<file path="src/hw/adc_convert_read_port_defs.svh">
/*
  timing counts and field positions for the converter control and readout port.
  assumes a 100 MHz clock (10 ns period).
*/
`ifndef ADC_CONVERT_READ_PORT_DEFS_SVH
`define ADC_CONVERT_READ_PORT_DEFS_SVH

`define CLK_PERIOD_NS      10
`define POWER_UP_NS        1500
`define POWER_UP_CYCLES    ((`POWER_UP_NS + `CLK_PERIOD_NS - 1) / `CLK_PERIOD_NS)
`define CONVERT_NS         2300
`define CONVERT_CYCLES     (`CONVERT_NS / `CLK_PERIOD_NS)
`define READ_GAP_NS        10
`define READ_GAP_CYCLES    ((`READ_GAP_NS + `CLK_PERIOD_NS - 1) / `CLK_PERIOD_NS)
`define RESULT_WIDTH       10
`define LSB_FIELD_POS      6

`endif

</file>
<file path="src/hw/adc_convert_read_port_pkg.sv">
/*
  types for the converter control and readout port.
  assumes nothing beyond the defs header.
*/
package adc_convert_read_port_pkg;
  typedef enum logic [1:0] {
    ST_DOWN,
    ST_IDLE,
    ST_CONVERT
  } conv_state_t;
endpackage : adc_convert_read_port_pkg

</file>
<file path="src/hw/adc_convert_read_port.sv">
/*
  converter control and readout port: start strobe handling, power-up pulse,
  busy flag, auto power-down, two-read result bus.
  assumes all pins synchronous to clk; the analog core result arrives on
  sample_data and is captured at conversion end.
*/
// What this block does
// - rising start pin makes an internal high-going power-up pulse lasting 1.5 us
// - falling start pin converts now if pulse done, else when pulse ends
// - start pin level at conversion end chooses power-down or stay powered
// - bus driven only while chip select and read both low
// - chip select alone never enables the outputs
// - result bus is eight bits, floating when not read
// - busy is high for the whole conversion, low when done
// - power-saving mode powers down after each conversion, up before next
// - result read MSB part first then LSB part, 10 ns apart
`timescale 1ns/1ps
`include "adc_convert_read_port_defs.svh"

module adc_convert_read_port #(
  parameter int RESULT_W   = `RESULT_WIDTH,
  parameter int PWR_CYCLES = `POWER_UP_CYCLES,
  parameter int CNV_CYCLES = `CONVERT_CYCLES
) (
  input  wire logic                clk,
  input  wire logic                srst,
  input  wire logic                conversion_start_n,
  input  wire logic                chip_select_n,
  input  wire logic                read_n,
  input  wire logic [RESULT_W-1:0] sample_data,
  output logic                     busy,
  output logic                     powered,
  output logic [7:0]               result_bus_o,
  output logic [7:0]               result_bus_oe
);

  localparam int CW = 12;

  adc_convert_read_port_pkg::conv_state_t state_reg, state_next;
  logic [CW-1:0]       pwr_cnt_reg, pwr_cnt_next;
  logic [CW-1:0]       cnv_cnt_reg, cnv_cnt_next;
  logic                start_d_reg, start_d_next;
  logic                pulse_reg, pulse_next;     // high while power-up pulse active
  logic                pending_reg, pending_next; // fall seen during pulse
  logic [RESULT_W-1:0] result_reg, result_next;
  logic                lsb_sel_reg, lsb_sel_next;
  logic                rd_d_reg, rd_d_next;
  logic                busy_reg, busy_next;
  logic                pow_reg, pow_next;
  logic [7:0]          dout_reg, dout_next;
  logic [7:0]          oe_reg, oe_next;
  logic                start_rise, start_fall, read_act;

  // pin edge detect; start_d resets low, so the pin must be low at release
  assign start_rise = conversion_start_n & ~start_d_reg;
  assign start_fall = ~conversion_start_n & start_d_reg;
  assign read_act   = ~chip_select_n & ~read_n;

  // conversion sequencing
  always_comb begin
    state_next   = state_reg;
    pwr_cnt_next = pwr_cnt_reg;
    cnv_cnt_next = cnv_cnt_reg;
    pulse_next   = pulse_reg;
    pending_next = pending_reg;
    result_next  = result_reg;
    busy_next    = busy_reg;
    pow_next     = pow_reg;
    start_d_next = conversion_start_n;
    if (start_rise && state_reg != adc_convert_read_port_pkg::ST_CONVERT) begin
      pulse_next   = 1'b1;
      pwr_cnt_next = CW'(PWR_CYCLES - 1);
      pow_next     = 1'b1;
      pending_next = 1'b0;
    end else if (pulse_reg) begin
      if (start_fall)
        pending_next = 1'b1;
      if (pwr_cnt_reg == '0)
        pulse_next = 1'b0;
      else
        pwr_cnt_next = pwr_cnt_reg - 1'b1;
    end
    case (state_reg)
      adc_convert_read_port_pkg::ST_DOWN,
      adc_convert_read_port_pkg::ST_IDLE: begin
        // start on gated fall: pin fall after pulse, or pulse end with pin low
        if ((pow_reg && !pulse_reg && start_fall) ||
            (pulse_reg && pwr_cnt_reg == '0 && (pending_reg || start_fall))) begin
          state_next   = adc_convert_read_port_pkg::ST_CONVERT;
          cnv_cnt_next = CW'(CNV_CYCLES - 1);
          busy_next    = 1'b1;
          pending_next = 1'b0;
        end
      end
      adc_convert_read_port_pkg::ST_CONVERT: begin
        if (cnv_cnt_reg == '0) begin
          busy_next   = 1'b0;
          result_next = sample_data;
          // low pin at end: power down; high pin: stay up
          if (conversion_start_n) begin
            state_next = adc_convert_read_port_pkg::ST_IDLE;
          end else begin
            state_next = adc_convert_read_port_pkg::ST_DOWN;
            pow_next   = 1'b0;
          end
        end else begin
          cnv_cnt_next = cnv_cnt_reg - 1'b1;
        end
      end
      default: state_next = adc_convert_read_port_pkg::ST_DOWN;
    endcase
  end

  // sequencing registers; reset parks the converter powered down
  always_ff @(posedge clk) begin
    if (srst) begin
      state_reg   <= adc_convert_read_port_pkg::ST_DOWN;
      pwr_cnt_reg <= '0;
      cnv_cnt_reg <= '0;
      start_d_reg <= 1'b0;
      pulse_reg   <= 1'b0;
      pending_reg <= 1'b0;
      result_reg  <= '0;
      busy_reg    <= 1'b0;
      pow_reg     <= 1'b0;
    end else begin
      state_reg   <= state_next;
      pwr_cnt_reg <= pwr_cnt_next;
      cnv_cnt_reg <= cnv_cnt_next;
      start_d_reg <= start_d_next;
      pulse_reg   <= pulse_next;
      pending_reg <= pending_next;
      result_reg  <= result_next;
      busy_reg    <= busy_next;
      pow_reg     <= pow_next;
    end
  end

  // read port: msb part first, lsb part on the following read
  always_comb begin
    rd_d_next    = read_act;
    lsb_sel_next = lsb_sel_reg;
    dout_next    = dout_reg;
    oe_next      = 8'h00;                       // float unless read
    if (busy_next && !busy_reg)
      lsb_sel_next = 1'b0;                      // conversion start (busy rise) restarts the pair
    else if (rd_d_reg && !read_act)
      lsb_sel_next = ~lsb_sel_reg;
    if (read_act) begin
      oe_next   = 8'hff;                        // needs both strobes
      dout_next = lsb_sel_reg ?
                  {6'h00, result_reg[1:0]} :
                  result_reg[RESULT_W-1 -: 8];
    end
  end

  // read port registers; data lags the strobes by one cycle
  always_ff @(posedge clk) begin
    if (srst) begin
      rd_d_reg    <= 1'b0;
      lsb_sel_reg <= 1'b0;
      dout_reg    <= 8'h00;
      oe_reg      <= 8'h00;
    end else begin
      rd_d_reg    <= rd_d_next;
      lsb_sel_reg <= lsb_sel_next;
      dout_reg    <= dout_next;
      oe_reg      <= oe_next;
    end
  end

  // every output comes straight from a flip-flop
  assign busy          = busy_reg;
  assign powered       = pow_reg;
  assign result_bus_o  = dout_reg;
  assign result_bus_oe = oe_reg;
endmodule : adc_convert_read_port

</file>
<file path="config.mk">
export PLATFORM = sky130hd
export DESIGN_NAME = adc_convert_read_port
export DESIGN_NICKNAME = d
export VERILOG_FILES = /design/src/hw/adc_convert_read_port_pkg.sv /design/src/hw/adc_convert_read_port.sv
export VERILOG_INCLUDE_DIRS = /design/src /design/src/hw
export SDC_FILE = /design/constraint.sdc
export NUM_CORES = 1
export LEC_CHECK = 0
export BUFFER_PORTS_ARGS = -buffer_cell sky130_fd_sc_hd__buf_2
export CORE_MARGIN = 4
export CORE_UTILIZATION = 59
export CTS_BUF_LIST = sky130_fd_sc_hd__clkbuf_2 sky130_fd_sc_hd__clkbuf_4 sky130_fd_sc_hd__clkbuf_8
export DETAILED_ROUTE_END_ITERATION = 12
export HOLD_SLACK_MARGIN = 0.06
export PLACE_DENSITY = 0.84
export SLEW_MARGIN = 20
export SYNTH_ARGS = -nofsm -noshare
export SYNTH_HDL_FRONTEND = slang
export SYNTH_SLANG_ARGS = --single-unit
export TNS_END_PERCENT = 10
</file>
<file path="constraint.sdc">
create_clock -name clk -period 3.34 [get_ports clk]
set_input_delay 0.501 -clock clk [delete_from_list [all_inputs] [get_ports clk]]
set_output_delay 0.501 -clock clk [all_outputs]
set_load 0.02 [all_outputs]
</file>
==> flow_metrics.py, run 1 <==
metrics = {
    "worst_setup_path": {
        "rr_worst_depth": 4,
        "end_kind": "flop",
        "crit_type": "flop to flop",
        "crit_path_max_fanout": 10,
        "worstSetupStartpoint": "pwr_cnt_reg[8]",
        "r2r_slack_ps": 910,
        "worstSetupStartpointType": "flop",
        "path_cells": "or3_1 > o41a_1 > or4_4 > o211a_1",
        "worstReg2RegStart": "pwr_cnt_reg[8]",
        "cp_slowest_cell": "or4_4",
        "critical_path_arrival_ps": 2640,
        "required_ps": 3540,
        "max_stage_delay_ps": 630,
        "r2r-end": "lsb_sel_reg",
    },
    "sta": {
        "slew_violations": 0,
        "finClkSkew_ps": 10.2,
        "hold_viol_final": 0,
        "setup_viol": 0,
        "max_clock_freq_mhz": 411,
        "fin_crit_sh_pct": 72.9,
        "tightest_slew_ps": 743,
        "relSlewSlack_pct": 49.7,
        "setup_tns_ps": 0,
        "fin_crit_ps": 2430,
        "grt_setup_unrepaired": "false",
        "fin_ws_ps": 906,
        "hold_ws_ps": 424,
    },
    "drt": {
        "dr.pass1.iters": 4,
        "drt_iter0_drc": 136,
        "antenna_left": 0,
        "routed_via_density": 5.76,
        "routedWlPerCell_um": 13.5,
        "finalWirelength_mm": 4.43,
        "drc": 0,
        "vias": 1885,
    },
    "global_routing": {
        "gr-total-overflow": 0,
        "grt_pass1_vias": 1717,
        "grt_usage_pct": 18.6,
        "antenna_found_initial": 0,
        "grt_pass1_wl_mm": 7.69,
        "grt_start_max_net_pins": 38,
    },
    "clock_tree": {
        "clockBufferDepth": 2,
        "cts_setup_buffers": 0,
        "clkSinkCount": 51,
        "cts_tree": "yes",
        "worstSkewPairLatency_ps": 300,
        "ctsResizeCount": 0,
        "cts.htree.levels": 2,
        "cts_made_buffers": 5,
        "ctsHoldBuffers": 0,
        "cts.clk_slew.worst_paths_ps": 90,
        "cts-root-buf": "clkbuf_8",
    },
    "power": {
        "finalPower_mw": 1.24,
        "power_frac_seq_pct": 52.9,
        "p_per_area_mw_per_mm2": 488,
        "vdd_drop_max_uv": 406,
        "p_leak_nw": 1.06,
        "switching_share_pct": 26.1,
        "power_frac_clock_pct": 34.1,
        "p_int_mw": 0.917,
        "switchingPower_mw": 0.324,
        "comb_power_share_pct": 13.0,
    },
    "placement": {
        "io_buffers": 32,
        "pre_cts_slack_ps": 939,
        "dp_hpwl_mm": 3.06,
        "place_congestion": 0.917,
    },
    "floorplanning": {
        "rows": 22,
        "dieWidth_um": 70.8,
        "die_h_um": 70.8,
        "core_area_sq_mm": 0.00374,
        "die_area_sq_mm": 0.00501,
        "io_pins": 33,
        "initial_core_util_pct": 62.2,
    },
    "run_status": {
        "status": "complete, no violations",
    },
    "logic_synthesis": {
        "syn_area_sq_mm": 0.00233,
        "synthesis.instances": 259,
        "synth.avg_cell_area_sq_um": 8.99,
        "synth_ff_type": "dfxtp_1",
        "synth_seq_area_share_pct": 43.9,
        "syn_nets": 278,
        "synth_cell_types": 47,
        "yosys_warnings": 0,
        "synth_edf_count": 0,
        "synthArstFlopShare_pct": 0,
        "ys_ff_latch": 51,
    },
    "flow_run": {
        "cap_violations": 0,
    },
    "final_layout": {
        "area_delta_synth_final_pct": 9.25,
        "drive_gt1_share_pct": 17.6,
        "diodes": 0,
        "utilization_pct": 67.9,
        "fin_nets": 297,
        "fill_cells": 322,
    },
    "min_path": {
        "hold_end": "result_reg[5]",
        "whs_path_depth": 3,
        "hold_class": "primary input to flop",
        "holdCritStartpoint": "sample_data[5]",
    },
}
cell families (layout without fill, tap and decap cells):
kind of cell,after synthesis,count (layout),share of synthesized area (%)
simple gates,90,90,20.9
compound gates,66,66,18.8
flops,51,51,43.9
buf+inv,30,50,6.83
mux,12,12,5.16
xor+xnor,6,6,2.26
fa+ha+maj,4,4,2.15
area by class of cell:
type,instances,area [sq um],area share [%]
multi-input cells,178,1150,45.1
flip-flops and latches,51,1020,40.2
repair buffers,33,168,6.59
clock buffers,5,68.8,2.71
well taps,48,60.1,2.36
clock inverters,3,43.8,1.72
inverters,9,33.8,1.33
routing by layer:
| metal | share of wire [%] | track usage, % |
|---|---|---|
| met1 | 48 | 24.8 |
| met2 | 46 | 29.9 |
| met3 | 5.4 | 5.11 |
| met4 | 0.34 | 5.22 |
| met5 | 0 | 0 |
critical path: cells and delay by family, from the launching register on:
kind | cells | cell delay, ps
AOI/OAI and AO/OA | 2 | 850
DFF | 1 | 360
and+or+nand+nor | 2 | 1130
power by group through the flow:
stage	combinational (mW)	sequential, mW	clock, mW
2_1_floorplan	0.130	0.665	0
3_3_place_gp	0.157	0.668	0
3_5_place_dp	0.160	0.669	0
4_1_cts	0.161	0.655	0.433
5_1_grt	0.183	0.660	0.459
6_report	0.162	0.656	0.423
Yosys cell counts (2+ instances only):
library cell,instances,area [sq um]
nor2_1,24,90.1
mux2i_1,12,120
nand3b_1,7,52.6
o31a_1,2,17.5
inv_1,9,33.8
o21a_1,2,15.0
ha_1,4,50.1
nor3_1,6,30.0
buf_6,2,22.5
o41ai_1,3,26.3
nor4_1,5,31.3
nor2b_1,2,12.5
buf_4,8,60.1
o21ai_0,5,25.0
o311ai_0,3,26.3
or2_2,5,31.3
nand2_1,15,56.3
xnor2_1,4,35.0
or4_1,8,60.1
o31ai_1,6,45.0
a31oi_1,5,31.3
nand2b_1,4,25.0
a21oi_1,28,140
clkbuf_1,9,33.8
nand3_1,3,15.0
xor2_1,2,17.5
a211oi_1,3,22.5
or3_1,4,25.0
dfxtp_1,51,1020
per-stage QoR:
stage / instances / cell area (sq um)
after floorplan: 259 / 2330
after global placement: 319 / 2430
after detailed placement: 319 / 2430
after CTS: 327 / 2540
after global routing: 327 / 2540
final: 327 / 2540
placed cells by master, fill, tap and decap left out, types with 5 or more instances in the layout:
| cell type | synthesis | routed |
|---|---|---|
| nand3b_1 | 7 | 7 |
| mux2i_1 | 12 | 12 |
| nor3_1 | 6 | 6 |
| o31ai_1 | 6 | 6 |
| nor4_1 | 5 | 5 |
| buf_2 | 1 | 32 |
| a21oi_1 | 28 | 28 |
| or2_2 | 5 | 5 |
| o21ai_0 | 5 | 5 |
| a31oi_1 | 5 | 5 |
| clkbuf_8 | 0 | 5 |
| or4_1 | 8 | 8 |
| inv_1 | 9 | 9 |
| dfxtp_1 | 51 | 51 |
| nand2_1 | 15 | 15 |
| nor2_1 | 24 | 24 |
worst max-delay path by stage:
stage                           to
floorplan              lsb_sel_reg
global placement       lsb_sel_reg
detailed placement     lsb_sel_reg
CTS                    lsb_sel_reg
global route        cnv_cnt_reg[4]
finish                 lsb_sel_reg
Power figures use the tool's default switching activity.
==> run 2, diff against run 1 <==
==> constraint.sdc (replaced) <==
create_clock -name clk -period 2.3 [get_ports clk]
set_input_delay 0.345 -clock clk [delete_from_list [all_inputs] [get_ports clk]]
set_output_delay 0.345 -clock clk [all_outputs]
set_load 0.02 [all_outputs]
==> flow_metrics.py, run 2 (synthesized netlist as in run 1, its figures left out) <==
metrics = {
    "placement": {
        "dp.cells": 327,
        "io_buffers": 32,
        "placedInstanceArea_sq_mm": 0.00249,
        "place_congestion": 0.876,
        "pre_cts_slack_ps": 55.0,
        "dp_hpwl_mm": 3.36,
    },
    "drt": {
        "finalWirelength_mm": 4.57,
        "drc": 0,
        "dr.pass1.iters": 4,
        "antenna_left": 0,
        "drt_iter0_drc": 136,
        "routed_via_density": 5.80,
        "routedWlPerCell_um": 13.6,
        "vias": 1942,
    },
    "sta": {
        "finClkSkew_ps": 7.71,
        "hold_viol_final": 0,
        "slew_violations": 0,
        "fin_crit_sh_pct": 96.2,
        "fin_ws_ps": 86.8,
        "setup_viol": 0,
        "setup_tns_ps": 0,
        "max_clock_freq_mhz": 452,
        "fin_crit_ps": 2210,
        "grt_setup_unrepaired": "false",
        "tightest_slew_ps": 787,
        "relSlewSlack_pct": 46.8,
        "hold_ws_ps": 263,
    },
    "floorplanning": {
        "die_h_um": 70.8,
        "io_pins": 33,
        "core_area_sq_mm": 0.00374,
        "initial_core_util_pct": 62.2,
        "rows": 22,
        "die_area_sq_mm": 0.00501,
        "dieWidth_um": 70.8,
    },
    "worst_setup_path": {
        "crit_path_max_fanout": 7,
        "critical_path_buf_inv_count": 0,
        "critical_path_arrival_ps": 2410,
        "crit_type": "flop to flop",
        "worstSetupStartpointType": "flop",
        "max_stage_delay_ps": 590,
        "path_cells": "or4_1 > o41a_1 > or4_4 > o211a_1",
        "critPathTopFamily": "simple AND/OR/NAND/NOR gates",
        "cp_slowest_cell": "or4_1",
        "required_ps": 2500,
        "end_kind": "flop",
    },
    "clock_tree": {
        "ctsResizeCount": 0,
        "ctsHoldBuffers": 0,
        "cts_setup_buffers": 0,
        "clkSinkCount": 51,
        "worstSkewPairLatency_ps": 300,
        "clockBufferDepth": 2,
        "cts.clk_slew.worst_paths_ps": 90,
        "cts-root-buf": "clkbuf_8",
        "cts_made_buffers": 5,
        "cts_tree": "yes",
        "cts.htree.levels": 2,
    },
    "final_layout": {
        "final_common_cell": "dfxtp_1",
        "final_area_sq_mm": 0.00259,
        "fill_cells": 300,
        "layout_common_cells": "dfxtp_1 (50), buf_2 (32), a21oi_1 (28)",
        "final-instance-count-excl-fill": 335,
        "drive_gt1_share_pct": 20.6,
        "diodes": 0,
        "area_delta_synth_final_pct": 11.1,
        "fin_nets": 305,
        "utilization_pct": 69.1,
    },
    "min_path": {
        "hold_class": "primary input to flop",
    },
    "global_routing": {
        "grt_pass1_vias": 1840,
        "grt_usage_pct": 19.4,
        "antenna_found_initial": 0,
        "grt_pass1_wl_mm": 7.99,
        "grt_start_max_net_pins": 31,
        "gr-total-overflow": 0,
    },
    "power": {
        "power_frac_clock_pct": 29.7,
        "power_frac_seq_pct": 55.3,
        "p_int_mw": 1.25,
        "p_leak_nw": 1.08,
        "p_per_area_mw_per_mm2": 664,
        "switching_share_pct": 27.4,
        "vdd_drop_max_uv": 432,
        "comb_power_share_pct": 15.0,
        "finalPower_mw": 1.72,
        "switchingPower_mw": 0.472,
    },
    "run_status": {
        "status": "complete, no violations",
    },
    "flow_run": {
        "cap_violations": 0,
    },
}
run 2: worst min-delay path, cell delays in order:
cell and delay (ps):
buf_2 70, mux2i_1 50, nor2_1 70
run 2: layout make-up:
cell class | count | area, sq um | share of cell area (%)
tap | 48 | 60.1 | 2.32
multi-input combinational | 178 | 1150 | 44.6
clock buffer | 6 | 76.3 | 2.95
inverter | 9 | 33.8 | 1.31
sequential | 51 | 1020 | 39.5
timing repair buffer | 41 | 228 | 8.81
clock inverter | 2 | 12.5 | 0.484
run 2: power groups by stage:
stage          Clock (mW)  Sequential [mW]  Combinational (mW)
3_3_place_gp            0            0.968               0.249
4_1_cts             0.528            0.949               0.256
2_1_floorplan           0            0.966               0.191
3_5_place_dp            0            0.970               0.254
6_report            0.511            0.950               0.257
5_1_grt             0.565            0.956               0.289
run 2: final timing paths:
check | startpoint | endpoint | slack (ps) | depth (start not counted)
min reg2reg | result_bus_o[7] | result_bus_o[7] | 450 | 2
max reg2reg | pwr_cnt_reg[7] | lsb_sel_reg | 90 | 4
max | pwr_cnt_reg[7] | lsb_sel_reg | 90 | 4
min | sample_data[8] | result_reg[8] | 260 | 3
run 2: per-layer routing:
layer,part of all wire (%),global-route usage (%),vias up,routed length [um]
met5,0,0,-,0
met4,0.98,6.47,0,45
met3,5.0,5.26,5,228
met2,47,31.1,44,2160
met1,47,25.5,898,2140
li1,-,-,995,-
==> run 3, diff against run 2 <==
--- a/config.mk
+++ b/config.mk
@@ -6,9 +6,10 @@
 export SDC_FILE = /design/constraint.sdc
 export NUM_CORES = 1
 export LEC_CHECK = 0
+export ABC_AREA = 1
 export BUFFER_PORTS_ARGS = -buffer_cell sky130_fd_sc_hd__buf_2
 export CORE_MARGIN = 4
-export CORE_UTILIZATION = 59
+export CORE_UTILIZATION = 60
 export CTS_BUF_LIST = sky130_fd_sc_hd__clkbuf_2 sky130_fd_sc_hd__clkbuf_4 sky130_fd_sc_hd__clkbuf_8
 export DETAILED_ROUTE_END_ITERATION = 12
 export HOLD_SLACK_MARGIN = 0.06
==> flow_metrics.py, run 3 <==
metrics = {
    "drt": {
        "routed_via_density": 5.44,
        "antenna_left": 0,
        "finalWirelength_mm": 5.57,
        "routedWlPerCell_um": 12.4,
        "drc": 0,
        "vias": 2441,
        "drt_iter0_drc": 116,
        "dr.pass1.iters": 5,
    },
    "min_path": {
        "hold_end": "result_reg[0]",
        "whs_path_depth": 3,
        "holdCritStartpoint": "sample_data[0]",
        "hold_class": "primary input to flop",
    },
    "sta": {
        "fin_ws_ps": 537,
        "hold_viol_final": 0,
        "max_clock_freq_mhz": 567,
        "finClkSkew_ps": 5.61,
        "tightest_slew_ps": 366,
        "grt_setup_unrepaired": "false",
        "setup_viol": 0,
        "fin_crit_sh_pct": 76.6,
        "setup_tns_ps": 0,
        "fin_crit_ps": 1760,
        "relSlewSlack_pct": 75.6,
        "slew_violations": 0,
    },
    "worst_setup_path": {
        "rr_worst_depth": 10,
        "cp_slowest_cell": "dfxtp_1",
        "r2r-end": "cnv_cnt_reg[10]",
        "worstSetupStartpointType": "flop",
        "end_kind": "flop",
        "r2r_slack_ps": 540,
        "max_stage_delay_ps": 350,
        "crit_type": "flop to flop",
        "cp.depth": 10,
        "crit_path_max_fanout": 17,
        "critical_path_arrival_ps": 2010,
        "path_cells": "inv_1 > ha_1 > nand2_2 > nor2_2 > nand2_2 > nand2_4 > nand3_4 > nand2_4 > nand2_1 > a21oi_1",
        "critPathTopFamily": "simple AND/OR/NAND/NOR gates",
        "required_ps": 2550,
        "worstReg2RegStart": "pwr_cnt_reg[0]",
        "critical_path_buf_inv_count": 1,
    },
    "floorplanning": {
        "core_area_sq_mm": 0.00412,
        "die_area_sq_mm": 0.00553,
        "io_pins": 33,
        "initial_core_util_pct": 64.2,
        "dieWidth_um": 74.4,
        "rows": 23,
        "die_h_um": 74.4,
    },
    "placement": {
        "place_congestion": 0.890,
        "io_buffers": 32,
        "pre_cts_slack_ps": 567,
        "dp_hpwl_mm": 4.02,
        "dp.cells": 441,
    },
    "power": {
        "finalPower_mw": 1.91,
        "p_per_area_mw_per_mm2": 666,
        "p_leak_nw": 1.38,
        "vdd_drop_max_uv": 442,
    },
    "final_layout": {
        "utilization_pct": 69.6,
        "fin_nets": 417,
        "layout_common_cells": "nand2_1 (74), nor2_1 (61), dfxtp_1 (51)",
        "final_common_cell": "nand2_1",
        "area_delta_synth_final_pct": 8.43,
        "drive_gt1_share_pct": 17.8,
        "diodes": 0,
        "final-instance-count-excl-fill": 449,
    },
    "logic_synthesis": {
        "synth_common_cells": "nand2_1 (74), nor2_1 (61), dfxtp_1 (51)",
        "yosys.area.top_type": "dfxtp_1",
        "synth_ff_type": "dfxtp_1",
        "ys_ff_latch": 51,
        "synth.avg_cell_area_sq_um": 7.06,
        "yosys_warnings": 0,
        "synthArstFlopShare_pct": 0,
        "synthesis.instances": 374,
        "synth_most_common_cell": "nand2_1",
        "synth_cell_types": 33,
        "synth_area_leaders": "dfxtp_1 (39%), nand2_1 (11%), nor2_1 (8.7%)",
        "synth_edf_count": 0,
        "syn_nets": 393,
        "synth_top_area_share_pct": 38.7,
        "synth_seq_area_share_pct": 38.7,
        "syn_area_sq_mm": 0.00264,
    },
    "run_status": {
        "status": "complete, no violations",
    },
    "clock_tree": {
        "cts_tree": "yes",
        "cts.htree.levels": 2,
        "clockBufferDepth": 2,
        "cts-root-buf": "clkbuf_8",
        "cts_made_buffers": 5,
        "cts_setup_buffers": 0,
        "ctsHoldBuffers": 0,
        "ctsResizeCount": 0,
        "cts.clk_slew.worst_paths_ps": 100,
        "clkSinkCount": 51,
        "worstSkewPairLatency_ps": 310,
    },
    "global_routing": {
        "gr-total-overflow": 0,
        "antenna_found_initial": 0,
        "grt_pass1_wl_mm": 9.42,
        "grt_usage_pct": 21.7,
        "grt_start_max_net_pins": 23,
        "grt_pass1_vias": 2208,
    },
    "flow_run": {
        "cap_violations": 0,
    },
}
==> run 3: cell count changes after synthesis, sizes merged, moves of 12 or more <==
cell   before  now
mux2i      12    0
inv         9   37
o21ai       5   21
nor2       24   69
nand3       3   36
nand2      15   81
==> run 3: kinds of logic after synthesis <==
group,synth area share [%]
xor gates and xnor gates,2.65
DFF,38.7
and+or+nand+nor,36.0
AOI/OAI and AO/OA,10.6
buffers and inverters,10.2
adders and majority gates,1.89
==> run 3: final cells by class <==
cell class                 count  area (sq um)
multi-input combinational    266          1350
fill                         332          1250
sequential                    51          1020
timing repair buffer          36           190
inverter                      38           143
clock buffer                   5          68.8
tap                           50          62.6
clock inverter                 3          27.5
==> run 3: routing by layer <==
metal	track usage, %	share of wire, %	vias to the layer above
met5	0	0	-
met4	7.31	1.7	0
met3	5.41	6.0	12
met2	38.0	47	76
met1	25.9	45	1115
li1	-	-	1238
==> run 3: worst max path at each step <==
stage	from	to	slack [ps]
2_1_floorplan	pwr_cnt_reg[0]	cnv_cnt_reg[10]	870
3_3_place_gp	cnv_cnt_reg[0]	state_reg[0]	620
3_5_place_dp	pwr_cnt_reg[0]	cnv_cnt_reg[11]	570
4_1_cts	pwr_cnt_reg[0]	cnv_cnt_reg[10]	520
5_1_grt	pwr_cnt_reg[0]	cnv_cnt_reg[10]	340
6_report	pwr_cnt_reg[0]	cnv_cnt_reg[10]	540
==> run 3: power by group <==
| part | internal, mW | total, mW | switching (mW) |
|---|---|---|---|
| registers | 0.921 | 0.959 | 0.0385 |
| logic | 0.139 | 0.390 | 0.250 |
| clock network | 0.226 | 0.558 | 0.332 |
| total | 1.29 | 1.91 | 0.621 |
==> run 3: through the flow <==
step	hold slack [ps]	cell area [sq um]
global placement	452	2770
CTS	244	2860
global route	260	2860
floorplan	414	2640
detailed placement	454	2770
finish	248	2860
==> run 3: worst reg2reg max path: stages (launching register included) <==
cell and delay (ps):
dfxtp_1 350, inv_1 140, ha_1 190, nand2_2 60
nor2_2 110, nand2_2 90, nand2_4 150, nand3_4 240
nand2_4 180, nand2_1 60, a21oi_1 140
